[src/pkg/css_pkg.sv]
/*
 * Shared constants and types of the clock source select and start-up block.
 * Assumes fuse bits read one when unprogrammed and zero when programmed.
 */
package css_pkg;

	// ==========================================================
	// fuse encodings
	localparam logic [3:0] SEL_XTAL_MIN   = 4'hA;
	localparam logic [3:0] SEL_LFXTAL     = 4'h9;
	localparam logic [3:0] SEL_EXTRC_MIN  = 4'h5;
	localparam logic [3:0] SEL_INTRC_MIN  = 4'h1;
	localparam logic [3:0] SEL_EXTCLK     = 4'h0;
	localparam logic [3:0] SHIP_SEL       = 4'h1;
	localparam logic [1:0] SHIP_SUT       = 2'h2;
	localparam logic       FUSE_PROGRAMMED = 1'b0;

	// ==========================================================
	// start-up counts below the parameter threshold
	localparam int CK_6_CYC      = 6;
	localparam int CK_18_CYC     = 18;
	localparam int CK_258_CYC    = 258;
	localparam int CK_1K_CYC     = 1024;
	localparam int WDT_SHORT_CYC = 4096;

	// ==========================================================
	// register map, byte addresses
	localparam logic [3:0] REG_CTRL   = 4'h0;
	localparam logic [3:0] REG_STATUS = 4'h4;
	localparam logic [3:0] REG_COUNT  = 4'h8;
	localparam int CTRL_MODE_LSB = 0;
	localparam int CTRL_SLEEP    = 2;
	localparam int CTRL_ASYNC    = 3;
	localparam logic [1:0] MODE_IDLE   = 2'h0;
	localparam logic [1:0] MODE_ADCNR  = 2'h1;
	localparam logic [1:0] MODE_PDOWN  = 2'h2;
	localparam logic [1:0] MODE_PSAVE  = 2'h3;

	// ==========================================================
	// types
	typedef enum logic [2:0] {SRC_XTAL, SRC_LFXTAL, SRC_EXTRC, SRC_INTRC,
		SRC_EXTCLK} css_src_t;
	typedef enum logic [2:0] {RNG_NA, RNG_LOW, RNG_MID, RNG_HIGH,
		RNG_WIDE} css_range_t;
	typedef enum logic [2:0] {SU_6, SU_18, SU_258, SU_1K, SU_16K,
		SU_32K} css_su_t;
	typedef enum logic [1:0] {DLY_NONE, DLY_SHORT, DLY_LONG} css_dly_t;
	typedef enum logic [2:0] {ST_FUSE, ST_LOAD_RST, ST_RST_DLY, ST_SRC_START,
		ST_RUN, ST_SLEEP} css_state_t;

endpackage

[src/rtl/css_fuse_decode.sv]
/*
 * Decodes the fuse fields into source class, range, start-up count and
 * reset delay selections.
 * Assumes fuse values are held stable by the caller.
 */
`timescale 1ns/1ps
module css_fuse_decode
	import css_pkg::*;
(
	input  wire logic [3:0] sel_i,
	input  wire logic [1:0] sut_i,
	input  wire logic       swing_i,
	output css_src_t        src_o,
	output css_range_t      range_o,
	output css_su_t         su_o,
	output css_dly_t        dly_o,
	output logic            full_swing_o
);
	// ==========================================================
	// decode
	always_comb begin
		full_swing_o = (swing_i == FUSE_PROGRAMMED);
		range_o = RNG_NA;
		su_o = SU_6;
		dly_o = DLY_LONG;
		if (sel_i >= SEL_XTAL_MIN) begin
			src_o = SRC_XTAL;
			if (full_swing_o) begin
				range_o = RNG_WIDE;
			end else begin
				unique case (sel_i[3:1])
					3'h5: range_o = RNG_LOW;
					3'h6: range_o = RNG_MID;
					default: range_o = RNG_HIGH;
				endcase
			end
			unique case ({sel_i[0], sut_i})
				3'h0: begin su_o = SU_258; dly_o = DLY_SHORT; end
				3'h1: begin su_o = SU_258; dly_o = DLY_LONG; end
				3'h2: begin su_o = SU_1K; dly_o = DLY_NONE; end
				3'h3: begin su_o = SU_1K; dly_o = DLY_SHORT; end
				3'h4: begin su_o = SU_1K; dly_o = DLY_LONG; end
				3'h5: begin su_o = SU_16K; dly_o = DLY_NONE; end
				3'h6: begin su_o = SU_16K; dly_o = DLY_SHORT; end
				default: begin su_o = SU_16K; dly_o = DLY_LONG; end
			endcase
		end else if (sel_i == SEL_LFXTAL) begin
			src_o = SRC_LFXTAL;
			// reserved 11 falls back to the slowest, safest start
			su_o = (sut_i[1]) ? SU_32K : SU_1K;
			dly_o = (sut_i == 2'h0) ? DLY_SHORT : DLY_LONG;
		end else if (sel_i >= SEL_EXTRC_MIN) begin
			src_o = SRC_EXTRC;
			su_o = (sut_i == 2'h3) ? SU_6 : SU_18;
			unique case (sut_i)
				2'h0: dly_o = DLY_NONE;
				2'h2: dly_o = DLY_LONG;
				default: dly_o = DLY_SHORT;
			endcase
		end else begin
			src_o = (sel_i >= SEL_INTRC_MIN) ? SRC_INTRC : SRC_EXTCLK;
			unique case (sut_i)
				2'h0: dly_o = DLY_NONE;
				2'h1: dly_o = DLY_SHORT;
				default: dly_o = DLY_LONG;
			endcase
		end
	end

endmodule // css_fuse_decode

[src/rtl/css_tick_count.sv]
/*
 * Loadable down counter that steps on a tick pulse and flags zero.
 * Assumes tick pulses are one clock wide and synchronous.
 */
`timescale 1ns/1ps
module css_tick_count #(
	parameter int W = 17
) (
	input  wire logic         clk_sys_i,
	input  wire logic         reset_i,
	input  wire logic         load_i,
	input  wire logic [W-1:0] load_val_i,
	input  wire logic         tick_i,
	output logic [W-1:0]      count_o,
	output logic              done_o
);
	logic [W-1:0] cnt_ff;
	logic [W-1:0] nxt_cnt;

	// ==========================================================
	// count
	always_comb begin
		nxt_cnt = cnt_ff;
		if (load_i) begin
			nxt_cnt = load_val_i;
		end else if (tick_i && cnt_ff != '0) begin
			nxt_cnt = cnt_ff - 1'b1;
		end
	end

	always_ff @(posedge clk_sys_i or posedge reset_i) begin
		if (reset_i) begin
			cnt_ff <= '0;
		end else begin
			cnt_ff <= nxt_cnt;
		end
	end

	assign count_o = cnt_ff;
	assign done_o = (cnt_ff == '0);
endmodule // css_tick_count

[src/rtl/css_clock_ctrl.sv]
/*
 * Clock source selection, start-up sequencing and clock domain gating,
 * with an Avalon-MM register slave.
 * Assumes tick inputs are one-cycle pulses, one per oscillator cycle, and
 * that the gate enables drive glitch-free clock gates outside this block.
 */
// Decided for this implementation: the Avalon-MM interface to the registers and the register addresses.
`timescale 1ns/1ps
module css_clock_ctrl
	import css_pkg::*;
#(
	parameter int CNT_W        = 17,
	parameter int CK_16K_CYC   = 16384,
	parameter int CK_32K_CYC   = 32768,
	parameter int WDT_LONG_CYC = 65536
) (
	input  wire logic        clk_sys_i,
	input  wire logic        reset_i,
	input  wire logic        fuse_loaded_i,
	input  wire logic [3:0]  clock_source_select_i,
	input  wire logic [1:0]  startup_time_select_i,
	input  wire logic        oscillator_swing_option_i,
	input  wire logic        src_tick_i,
	input  wire logic        wdt_tick_i,
	input  wire logic        wake_i,
	input  wire logic [3:0]  avs_address_i,
	input  wire logic        avs_read_i,
	input  wire logic        avs_write_i,
	input  wire logic [31:0] avs_writedata_i,
	input  wire logic [3:0]  avs_byteenable_i,
	output logic [31:0]      avs_readdata_o,
	output logic             avs_waitrequest_o,
	output logic             core_clock_en_o,
	output logic             peripheral_clock_en_o,
	output logic             program_memory_clock_en_o,
	output logic             async_timer_clock_en_o,
	output logic             converter_clock_en_o,
	output logic             full_swing_o,
	output logic [2:0]       xtal_range_o
);
	// ==========================================================
	// elaboration checks
	if (CNT_W < 2 || CNT_W > 31) begin : g_bad_w
		$error("CNT_W out of range");
	end
	if (WDT_LONG_CYC >= (1 << CNT_W) || CK_32K_CYC >= (1 << CNT_W) ||
		CK_16K_CYC >= (1 << CNT_W) || WDT_SHORT_CYC >= (1 << CNT_W))
	begin : g_bad_cnt
		$error("counts do not fit CNT_W");
	end

	// ==========================================================
	// declarations
	logic [3:0]       sel_ff, nxt_sel;
	logic [1:0]       sut_ff, nxt_sut;
	logic             swing_ff, nxt_swing;
	css_state_t       state_ff, nxt_state;
	logic             cnt_load;
	logic [CNT_W-1:0] cnt_val;
	logic             cnt_tick;
	logic [CNT_W-1:0] cnt_q;
	logic             cnt_done;
	css_src_t         dec_src;
	css_range_t       dec_range;
	css_su_t          dec_su;
	css_dly_t         dec_dly;
	logic             dec_full;
	logic             wait_ff, nxt_wait;
	logic [31:0]      rdata_ff, nxt_rdata;
	logic [1:0]       mode_ff, nxt_mode;
	logic             req_ff, nxt_req;
	logic             async_en_ff, nxt_async_en;
	logic             wr_take;
	logic             core_ff, nxt_core;
	logic             periph_ff, nxt_periph;
	logic             async_ff, nxt_async;
	logic             conv_ff, nxt_conv;
	logic             full_ff;
	logic [2:0]       range_ff;
	logic [CNT_W-1:0] su_cyc;
	logic [CNT_W-1:0] dly_cyc;
	logic             deep_mode;

	// ==========================================================
	// fuse capture and decode
	always_comb begin
		nxt_sel = sel_ff;
		nxt_sut = sut_ff;
		nxt_swing = swing_ff;
		if (state_ff == ST_FUSE) begin
			// a blank fuse array means the factory setting applies
			nxt_sel = fuse_loaded_i ? clock_source_select_i : SHIP_SEL;
			nxt_sut = fuse_loaded_i ? startup_time_select_i : SHIP_SUT;
			nxt_swing = fuse_loaded_i ? oscillator_swing_option_i : 1'b1;
		end
	end

	always_ff @(posedge clk_sys_i or posedge reset_i) begin
		if (reset_i) begin
			sel_ff <= SHIP_SEL;
			sut_ff <= SHIP_SUT;
			swing_ff <= 1'b1;
		end else begin
			sel_ff <= nxt_sel;
			sut_ff <= nxt_sut;
			swing_ff <= nxt_swing;
		end
	end

	css_fuse_decode u_dec (
		.sel_i        (sel_ff),
		.sut_i        (sut_ff),
		.swing_i      (swing_ff),
		.src_o        (dec_src),
		.range_o      (dec_range),
		.su_o         (dec_su),
		.dly_o        (dec_dly),
		.full_swing_o (dec_full)
	);

	// ==========================================================
	// count selection
	always_comb begin
		unique case (dec_su)
			SU_6:   su_cyc = CNT_W'(CK_6_CYC);
			SU_18:  su_cyc = CNT_W'(CK_18_CYC);
			SU_258: su_cyc = CNT_W'(CK_258_CYC);
			SU_1K:  su_cyc = CNT_W'(CK_1K_CYC);
			SU_16K: su_cyc = CNT_W'(CK_16K_CYC);
			SU_32K: su_cyc = CNT_W'(CK_32K_CYC);
			default: su_cyc = CNT_W'(CK_32K_CYC);
		endcase
		unique case (dec_dly)
			DLY_NONE:  dly_cyc = '0;
			DLY_SHORT: dly_cyc = CNT_W'(WDT_SHORT_CYC);
			DLY_LONG:  dly_cyc = CNT_W'(WDT_LONG_CYC);
			default:   dly_cyc = CNT_W'(WDT_LONG_CYC);
		endcase
	end

	// reset delay runs on the watchdog oscillator, everything else on source
	assign cnt_tick = (state_ff == ST_RST_DLY) ? wdt_tick_i : src_tick_i;
	assign deep_mode = (mode_ff == MODE_PDOWN) || (mode_ff == MODE_PSAVE);

	css_tick_count #(.W(CNT_W)) u_cnt (
		.clk_sys_i  (clk_sys_i),
		.reset_i    (reset_i),
		.load_i     (cnt_load),
		.load_val_i (cnt_val),
		.tick_i     (cnt_tick),
		.count_o    (cnt_q),
		.done_o     (cnt_done)
	);

	// ==========================================================
	// start-up sequencer
	always_comb begin
		nxt_state = state_ff;
		cnt_load = 1'b0;
		cnt_val = su_cyc;
		wr_take = 1'b0;
		unique case (state_ff)
			ST_FUSE: nxt_state = ST_LOAD_RST;
			ST_LOAD_RST: begin
				cnt_load = 1'b1;
				cnt_val = dly_cyc;
				nxt_state = ST_RST_DLY;
			end
			ST_RST_DLY: begin
				if (cnt_done) begin
					cnt_load = 1'b1;
					nxt_state = ST_SRC_START;
				end
			end
			ST_SRC_START: begin
				if (cnt_done) begin
					nxt_state = ST_RUN;
				end
			end
			ST_RUN: begin
				if (req_ff) begin
					wr_take = 1'b1;
					nxt_state = ST_SLEEP;
				end
			end
			ST_SLEEP: begin
				if (wake_i && deep_mode) begin
					cnt_load = 1'b1;
					nxt_state = ST_SRC_START;
				end else if (wake_i) begin
					nxt_state = ST_RUN;
				end
			end
		endcase
	end

	always_ff @(posedge clk_sys_i or posedge reset_i) begin
		if (reset_i) begin
			state_ff <= ST_FUSE;
		end else begin
			state_ff <= nxt_state;
		end
	end

	// ==========================================================
	// clock domain gating
	always_comb begin
		nxt_core = (nxt_state == ST_RUN);
		nxt_periph = nxt_core ||
			(nxt_state == ST_SLEEP && mode_ff == MODE_IDLE);
		nxt_conv = nxt_periph ||
			(nxt_state == ST_SLEEP && mode_ff == MODE_ADCNR);
		// the real-time counter only stops in power-down
		nxt_async = async_en_ff &&
			!(nxt_state == ST_SLEEP && mode_ff == MODE_PDOWN);
	end

	always_ff @(posedge clk_sys_i or posedge reset_i) begin
		if (reset_i) begin
			core_ff <= 1'b0;
			periph_ff <= 1'b0;
			conv_ff <= 1'b0;
			async_ff <= 1'b0;
			full_ff <= 1'b0;
			range_ff <= 3'h0;
		end else begin
			core_ff <= nxt_core;
			periph_ff <= nxt_periph;
			conv_ff <= nxt_conv;
			async_ff <= nxt_async;
			full_ff <= dec_full;
			range_ff <= dec_range;
		end
	end

	assign core_clock_en_o = core_ff;
	assign program_memory_clock_en_o = core_ff;
	assign peripheral_clock_en_o = periph_ff;
	assign converter_clock_en_o = conv_ff;
	assign async_timer_clock_en_o = async_ff;
	assign full_swing_o = full_ff;
	assign xtal_range_o = range_ff;

	// ==========================================================
	// register slave
	always_comb begin
		nxt_wait = 1'b1;
		nxt_rdata = rdata_ff;
		nxt_mode = mode_ff;
		nxt_async_en = async_en_ff;
		// a new sleep request wins over the one being taken
		nxt_req = req_ff && !wr_take;
		if ((avs_read_i || avs_write_i) && wait_ff) begin
			nxt_wait = 1'b0;
			unique case (avs_address_i)
				REG_CTRL: nxt_rdata = {28'h0, async_en_ff, req_ff, mode_ff};
				REG_STATUS: nxt_rdata = {16'h0, state_ff, range_ff, swing_ff,
					sut_ff, sel_ff, dec_src};
				REG_COUNT: nxt_rdata = {{(32 - CNT_W){1'b0}}, cnt_q};
				default: nxt_rdata = 32'h0;
			endcase
		end
		if (avs_write_i && !wait_ff && avs_address_i == REG_CTRL &&
			avs_byteenable_i[0]) begin
			nxt_mode = avs_writedata_i[CTRL_MODE_LSB +: 2];
			nxt_async_en = avs_writedata_i[CTRL_ASYNC];
			if (avs_writedata_i[CTRL_SLEEP]) begin
				nxt_req = 1'b1;
			end
		end
	end

	always_ff @(posedge clk_sys_i or posedge reset_i) begin
		if (reset_i) begin
			wait_ff <= 1'b1;
			rdata_ff <= 32'h0;
			mode_ff <= MODE_IDLE;
			req_ff <= 1'b0;
			async_en_ff <= 1'b0;
		end else begin
			wait_ff <= nxt_wait;
			rdata_ff <= nxt_rdata;
			mode_ff <= nxt_mode;
			req_ff <= nxt_req;
			async_en_ff <= nxt_async_en;
		end
	end

	assign avs_readdata_o = rdata_ff;
	assign avs_waitrequest_o = wait_ff;
endmodule // css_clock_ctrl

[config.mk]
export PLATFORM = sky130hd
export DESIGN_NAME = css_clock_ctrl
export DESIGN_NICKNAME = d
export VERILOG_FILES = /design/src/pkg/css_pkg.sv /design/src/rtl/css_fuse_decode.sv /design/src/rtl/css_tick_count.sv /design/src/rtl/css_clock_ctrl.sv
export SDC_FILE = /design/constraint.sdc
export NUM_CORES = 1
export LEC_CHECK = 0
export BUFFER_PORTS_ARGS = -buffer_cell sky130_fd_sc_hd__buf_2
export CORE_MARGIN = 2
export CORE_UTILIZATION = 25
export DETAILED_ROUTE_END_ITERATION = 16
export PLACE_DENSITY_LB_ADDON = 0.15
export SETUP_SLACK_MARGIN = 0.02
export SLEW_MARGIN = 20
export SYNTH_ARGS = -nofsm -noshare
export SYNTH_HDL_FRONTEND = slang
export SYNTH_HIERARCHICAL = 1
export SYNTH_SLANG_ARGS = --single-unit
[constraint.sdc]
create_clock -name clk_sys_i -period 4.3 [get_ports clk_sys_i]
set_input_delay 0.215 -clock clk_sys_i [delete_from_list [all_inputs] [get_ports clk_sys_i]]
set_output_delay 0.215 -clock clk_sys_i [all_outputs]
set_load 0.02 [all_outputs]
---- After elaboration in Yosys (flattened, before gate mapping) ----
Index checks and enable logic that the tools add are counted.
word-level totals
  register bits ........................... 72
  input port bits ......................... 55
  output and inout bits ................... 42
  word-level logic and storage cells ...... 126
cells by class
  $add $sub $neg .......................... 1
  $lt $le $gt $ge ......................... 3
  equal/unequal tests ..................... 29
  mux-type cells .......................... 44
  bitwise gates (word level) .............. 1
  reduce and logical (&&, ||, !) cells .... 32
operator list
  operator               number
  $pmux 16 s5            1
  $mux 17                3
  $pmux 17 s3            1
  $mux 3                 15
  $pmux 17 s2            1
  $eq 3x3->1 const B     10
  $eq 3x2->1 const B     6
  $pmux 3 s6             1
  $logic_not 17->1       1
  $reduce_bool 17->1     1
  $sub 17x1->17 const B  1
  $pmux 2 s2             4
  $logic_and 1x1->1      11
  $mux 1                 10
  $mux 2                 5
  $eq 3x1->1 const B     3
  $logic_not 3->1        3
  $eq 2x2->1 const B     4
  $eq 4x4->1 const B     2
  $eq 2x1->1 const B     3
  $logic_not 2->1        3
  $pmux 3 s2             1
  $reduce_or 3->1        2
  $eq 4x3->1 const B     1
  11 further kinds       17

---- Longest topological paths before layout ----
  depth in word-level cells ............... 9
  depth in mapped cells ................... 10
  gate-level depth less buffers ........... 9

---- Cells and area by module ----
The synthesis kept the hierarchy.
modules (own cells, without submodules)
  module           instances  cells each  area an instance (um^2)  seq. area each (um^2)
  css_clock_ctrl   1          209         2034.5                   1006.0
  css_tick_count   1          138         1154.9                   425.4
  css_fuse_decode  1          51          306.5                    0.0

---- Worst setup path after synthesis ----
No wires, ideal clock.
  kind .................................... register -> register
  start ................................... reg u_cnt.cnt_ff[5], in the netlist u_cnt/count_o[5]
  end ..................................... reg u_cnt.cnt_ff[1], in the netlist u_cnt/count_o[1]
  library setup time ...................... 0.147 ns
  arrival ................................. 3.015 ns
  required time ........................... 4.153 ns
  path slack .............................. 1.138 ns
  cell stages (with the launch flop) ...... 10
  path buffers ............................ 1
  clock period less this slack ............ 3.162 ns
  cell sequence ........................... dfrtp_1 -> nor4_1 -> nand4_1 -> nor4b_1 -> nand2b_1 -> o22ai_1 -> clkbuf_1 -> nor2_1 -> o211ai_1 -> o311ai_0
on the way
  word-level cells in the longest chain between the ends .. 4
  elaborated cells on any way between the ends .. 7
  classes of those cells .................. 3 x mux; 4 x reduce/logical
RTL lines
  what                                          line                   text
  from (decl)                                   css_tick_count.sv:17   logic [W-1:0] cnt_ff;
  from (signal assigned)                        css_tick_count.sv:35   cnt_ff <= nxt_cnt;
  $logic_not 17->1 *                            css_tick_count.sv:40   assign done_o = (cnt_ff == '0);
  net cnt_done                                  css_clock_ctrl.sv:62   logic cnt_done;
  $mux 1 *                                      css_clock_ctrl.sv:170  if (cnt_done) begin
  $pmux 1 s3 *                                  css_clock_ctrl.sv:162  unique case (state_ff)
  net cnt_load                                  css_clock_ctrl.sv:58   logic cnt_load;
  $mux 17 or $reduce_bool 2->1 (tied branches)  -
Mark *: on every way through the listed nets, which the timed path passes. The rest lies on a longest branch.
A chain may end at the register's enable or synchronous reset.

---- Final worst setup path ----
  start ................................... reg u_cnt.cnt_ff[8], in the netlist u_cnt/count_o[8]
  end ..................................... reg u_cnt.cnt_ff[3], in the netlist u_cnt/count_o[3]
Same word-level chain as after synthesis.

==> flow_metrics.tcl <==
set metrics [dict create \
    route.detailed.drc 0 \
    antenna_found_initial 0 \
    cts_setup_buffers 0 \
    slew_headroom 0.432 \
    fin_cells 633 \
    firstDrtPassIters 4 \
    final_core_util 0.301 \
    clk_latency_ns 0.33 \
    irDropWorstVdd_v 0.000194 \
    synth.avg_cell_area_sq_um 8.78 \
    htree_levels 3 \
    min_path_type "in2async" \
    fillCellCount 1478 \
    layout-drive-gt1-share 0.205 \
    status "finished, violations left" \
    rsz0062_at_grt "false" \
    grt_max_degree 41 \
    leakagePower_nw 1.88 \
    cts_buffers 9 \
    p_total_mw 2.59 \
    start_util 0.254 \
    rows 43 \
    drtIter0Drc 199 \
    critPathBufInv 2 \
    cp_top_family "simple AND/OR/NAND/NOR gates" \
    timing_worst_setup_path_type "reg2reg" \
    gp_congestion 0.838 \
    clockBufferDepth 2 \
    clk_pin_slew_worst_paths_ns 0.06 \
    synthArstFlopShare 1.00 \
    antenna_cells 0 \
    drt-wirelength-per-cell_um 16.2 \
    grt_pass1_vias 3134 \
    synthCells 398 \
    timing.hold.ws_ns -0.00282 \
    worst_path_max_delay_cell "nor4_2" \
    ios 97 \
    ys_types 66 \
    setup_viol 0 \
    postRouteAntennaNets 0 \
    seq_area_frac_synth 0.409 \
    max_freq_mhz 307 \
    grt_pass1_wl_mm 16.6 \
    cts.sinks 57 \
    io_buffers 50 \
    via_per_inst 4.95 \
    grtUsageTotal 0.144 \
    ys.warnings.count 6 \
    synth_edf_count 0 \
    vias 3133 \
    path_cells "nor4_2 > nand4_1 > nor4b_1 > buf_4 > nand2b_1 > o22ai_1 > inv_1 > a31oi_1 > nand3_1" \
    synthFlopType "dfrtp_1" \
    violations "hold timing" \
    wl_mm 10.2 \
    die-width_um 122 \
    finalCriticalPeriod_ns 3.26 \
    crit_arrival_ns 3.46 \
    ctsHoldBuffers 0 \
    core_area_sq_um 13800 \
    finalHoldViolations 2 \
    tightest_slew_ns 0.850 \
    die-area_sq_um 14900 \
    dp_cells 617 \
    grt_remaining_overflow 0 \
    cts_tree "yes" \
    cts_resized 0 \
    synth_seq_cells 57 \
    final_max_slew_viol_count 0 \
    slowest_delay_ns 0.60 \
    cap_violations 0 \
    powerDensity_nw_per_um2 625 \
    crit_required_ns 4.50 \
    critPathLaunchType "flip-flop" \
    die_h_um 122 \
    synth.cell_area_sq_um 3500 \
    worst-path-max-fanout 21 \
    root_buffer "clkbuf_16" \
    critPathCaptureType "flip-flop" \
    area_growth_pct 18.4 \
    nNetsFinal 504 \
    fin_setup_tns_ns 0 \
    dpl.hpwl_mm 7.30 \
    finalCritPeriodShare 0.758 \
    skew_ns 0.00741 \
]
-- power by group --
group          switching (mW)  total, mW  internal [mW]  leakage [nW]
combinational           0.499      0.866          0.367         0.995
clock                   0.255      0.750          0.494         0.151
sequential              0.295      0.972          0.678         0.732
total                    1.05       2.59           1.54          1.88
-- per-stage QoR --
stage | setup slack [ns] | cell area, sq um
finish | 1.04 | 4140
global route | 0.806 | 4140
CTS | 1.09 | 4140
detailed placement | 1.12 | 3820
global placement | 1.15 | 3820
floorplan | 1.14 | 3580
-- metal layers --
layer / vias to the layer above / global-route usage / routed length (um)
met5: - / 0 / 0
met3: 17 / 0.0321 / 566
met4: 0 / 0.0704 / 257
met2: 101 / 0.217 / 4590
met1: 1522 / 0.195 / 4830
li1: 1493 / - / -
-- flip-flops by register name, indices dropped and copies added, names as in the netlist, 2 cells and up --
signal / cells
u_cnt/count_o: 17
sut_ff: 2
state_ff: 3
sel_ff: 4
xtal_range_o: 3
mode_ff: 2
avs_readdata_o: 17
-- cell families (layout without fill, tap and decap cells) --
group / after synthesis / in the layout / synth area share
xor gates and xnor gates: 4 / 4 / 0.0100
DFF: 57 / 57 / 0.409
and+or+nand+nor: 169 / 169 / 0.258
buffers and inverters: 59 / 92 / 0.100
muxes: 11 / 11 / 0.0329
adders and majority gates: 1 / 1 / 0.00358
other: 1 / 23 / 0.00107
AOI/OAI and AO/OA: 96 / 96 / 0.185
-- final timing paths --
check	startpoint	endpoint	slack, ns	depth (start not counted)
hold / removal	reset_i	avs_readdata_o[1]	-0.003	3
setup reg to reg	u_cnt/count_o[8]	u_cnt/count_o[3]	1.04	9
hold reg to reg	avs_readdata_o[10]	avs_readdata_o[10]	0.48	2
min in group clk_sys_i	oscillator_swing_option_i	swing_ff	0.10	3
setup / recovery	u_cnt/count_o[8]	u_cnt/count_o[3]	1.04	9
max in group asynchronous	reset_i	u_cnt/count_o[16]	3.84	2
-- layout make-up --
type | instances | area [sq um] | area share
clock buffer | 12 | 267 | 0.0644
clock inverter | 4 | 50.0 | 0.0121
inverter | 20 | 75.1 | 0.0181
multi-input combinational | 304 | 1800 | 0.434
sequential | 57 | 1430 | 0.346
tap | 180 | 225 | 0.0544
timing repair buffer | 56 | 295 | 0.0713
-- worst reg2reg max path, delay by kind of cell (launching register included) --
family	cells	cell delay, ns
AOI/OAI and AO/OA	2	0.45
buffers and inverters	2	0.57
DFF	1	0.47
and+or+nand+nor	5	1.66
-- Yosys cell counts (all sizes together), types with 2 or more instances --
| master | instances | area (sq um) |
|---|---|---|
| a211o | 2 | 17.5 |
| a21o | 2 | 15.0 |
| a21oi | 12 | 63.8 |
| a22oi | 12 | 90.1 |
| a2bb2oi | 2 | 23.8 |
| a31oi | 11 | 68.8 |
| a32o | 2 | 20.0 |
| and2 | 5 | 31.3 |
| and3 | 3 | 18.8 |
| buf | 32 | 248 |
| clkbuf | 7 | 27.5 |
| dfrtp | 53 | 1330 |
| dfstp | 4 | 105 |
| inv | 20 | 75.1 |
| mux2 | 4 | 45.0 |
| mux2i | 7 | 70.1 |
| nand2 | 54 | 203 |
| nand2b | 6 | 37.5 |
| nand3 | 15 | 80.1 |
| nand4 | 10 | 62.6 |
| nor2 | 32 | 123 |
| nor2b | 6 | 37.5 |
| nor3 | 10 | 60.1 |
| nor3b | 6 | 45.0 |
| nor4 | 5 | 37.5 |
| nor4b | 3 | 47.5 |
| o2111ai | 4 | 35.0 |
| o211ai | 5 | 37.5 |
| o21ai | 28 | 144 |
| o22ai | 3 | 18.8 |
| o311ai | 3 | 26.3 |
| or2 | 2 | 12.5 |
| or3 | 4 | 25.0 |
| or4 | 4 | 41.3 |
| xnor2 | 4 | 35.0 |
-- layout by cell type (no fill, tap or decap), types with 5 or more instances in the layout --
| master | count |
|---|---|
| o21ai_0 | 25 |
| o211ai_1 | 5 |
| dfrtp_1 | 53 |
| a22oi_1 | 12 |
| nand3_1 | 14 |
| clkbuf_16 | 9 |
| and2_1 | 5 |
| nor3_1 | 8 |
| nand2_1 | 54 |
| a21oi_1 | 11 |
| nor2_1 | 31 |
| conb_1 | 23 |
| buf_2 | 50 |
| inv_1 | 19 |
| buf_4 | 6 |
| nand4_1 | 10 |
| mux2i_1 | 7 |
| nand2b_1 | 6 |
| nor2b_1 | 6 |
| a31oi_1 | 11 |
| nor3b_1 | 6 |
Note: power is estimated with default switching activity, not from simulation.
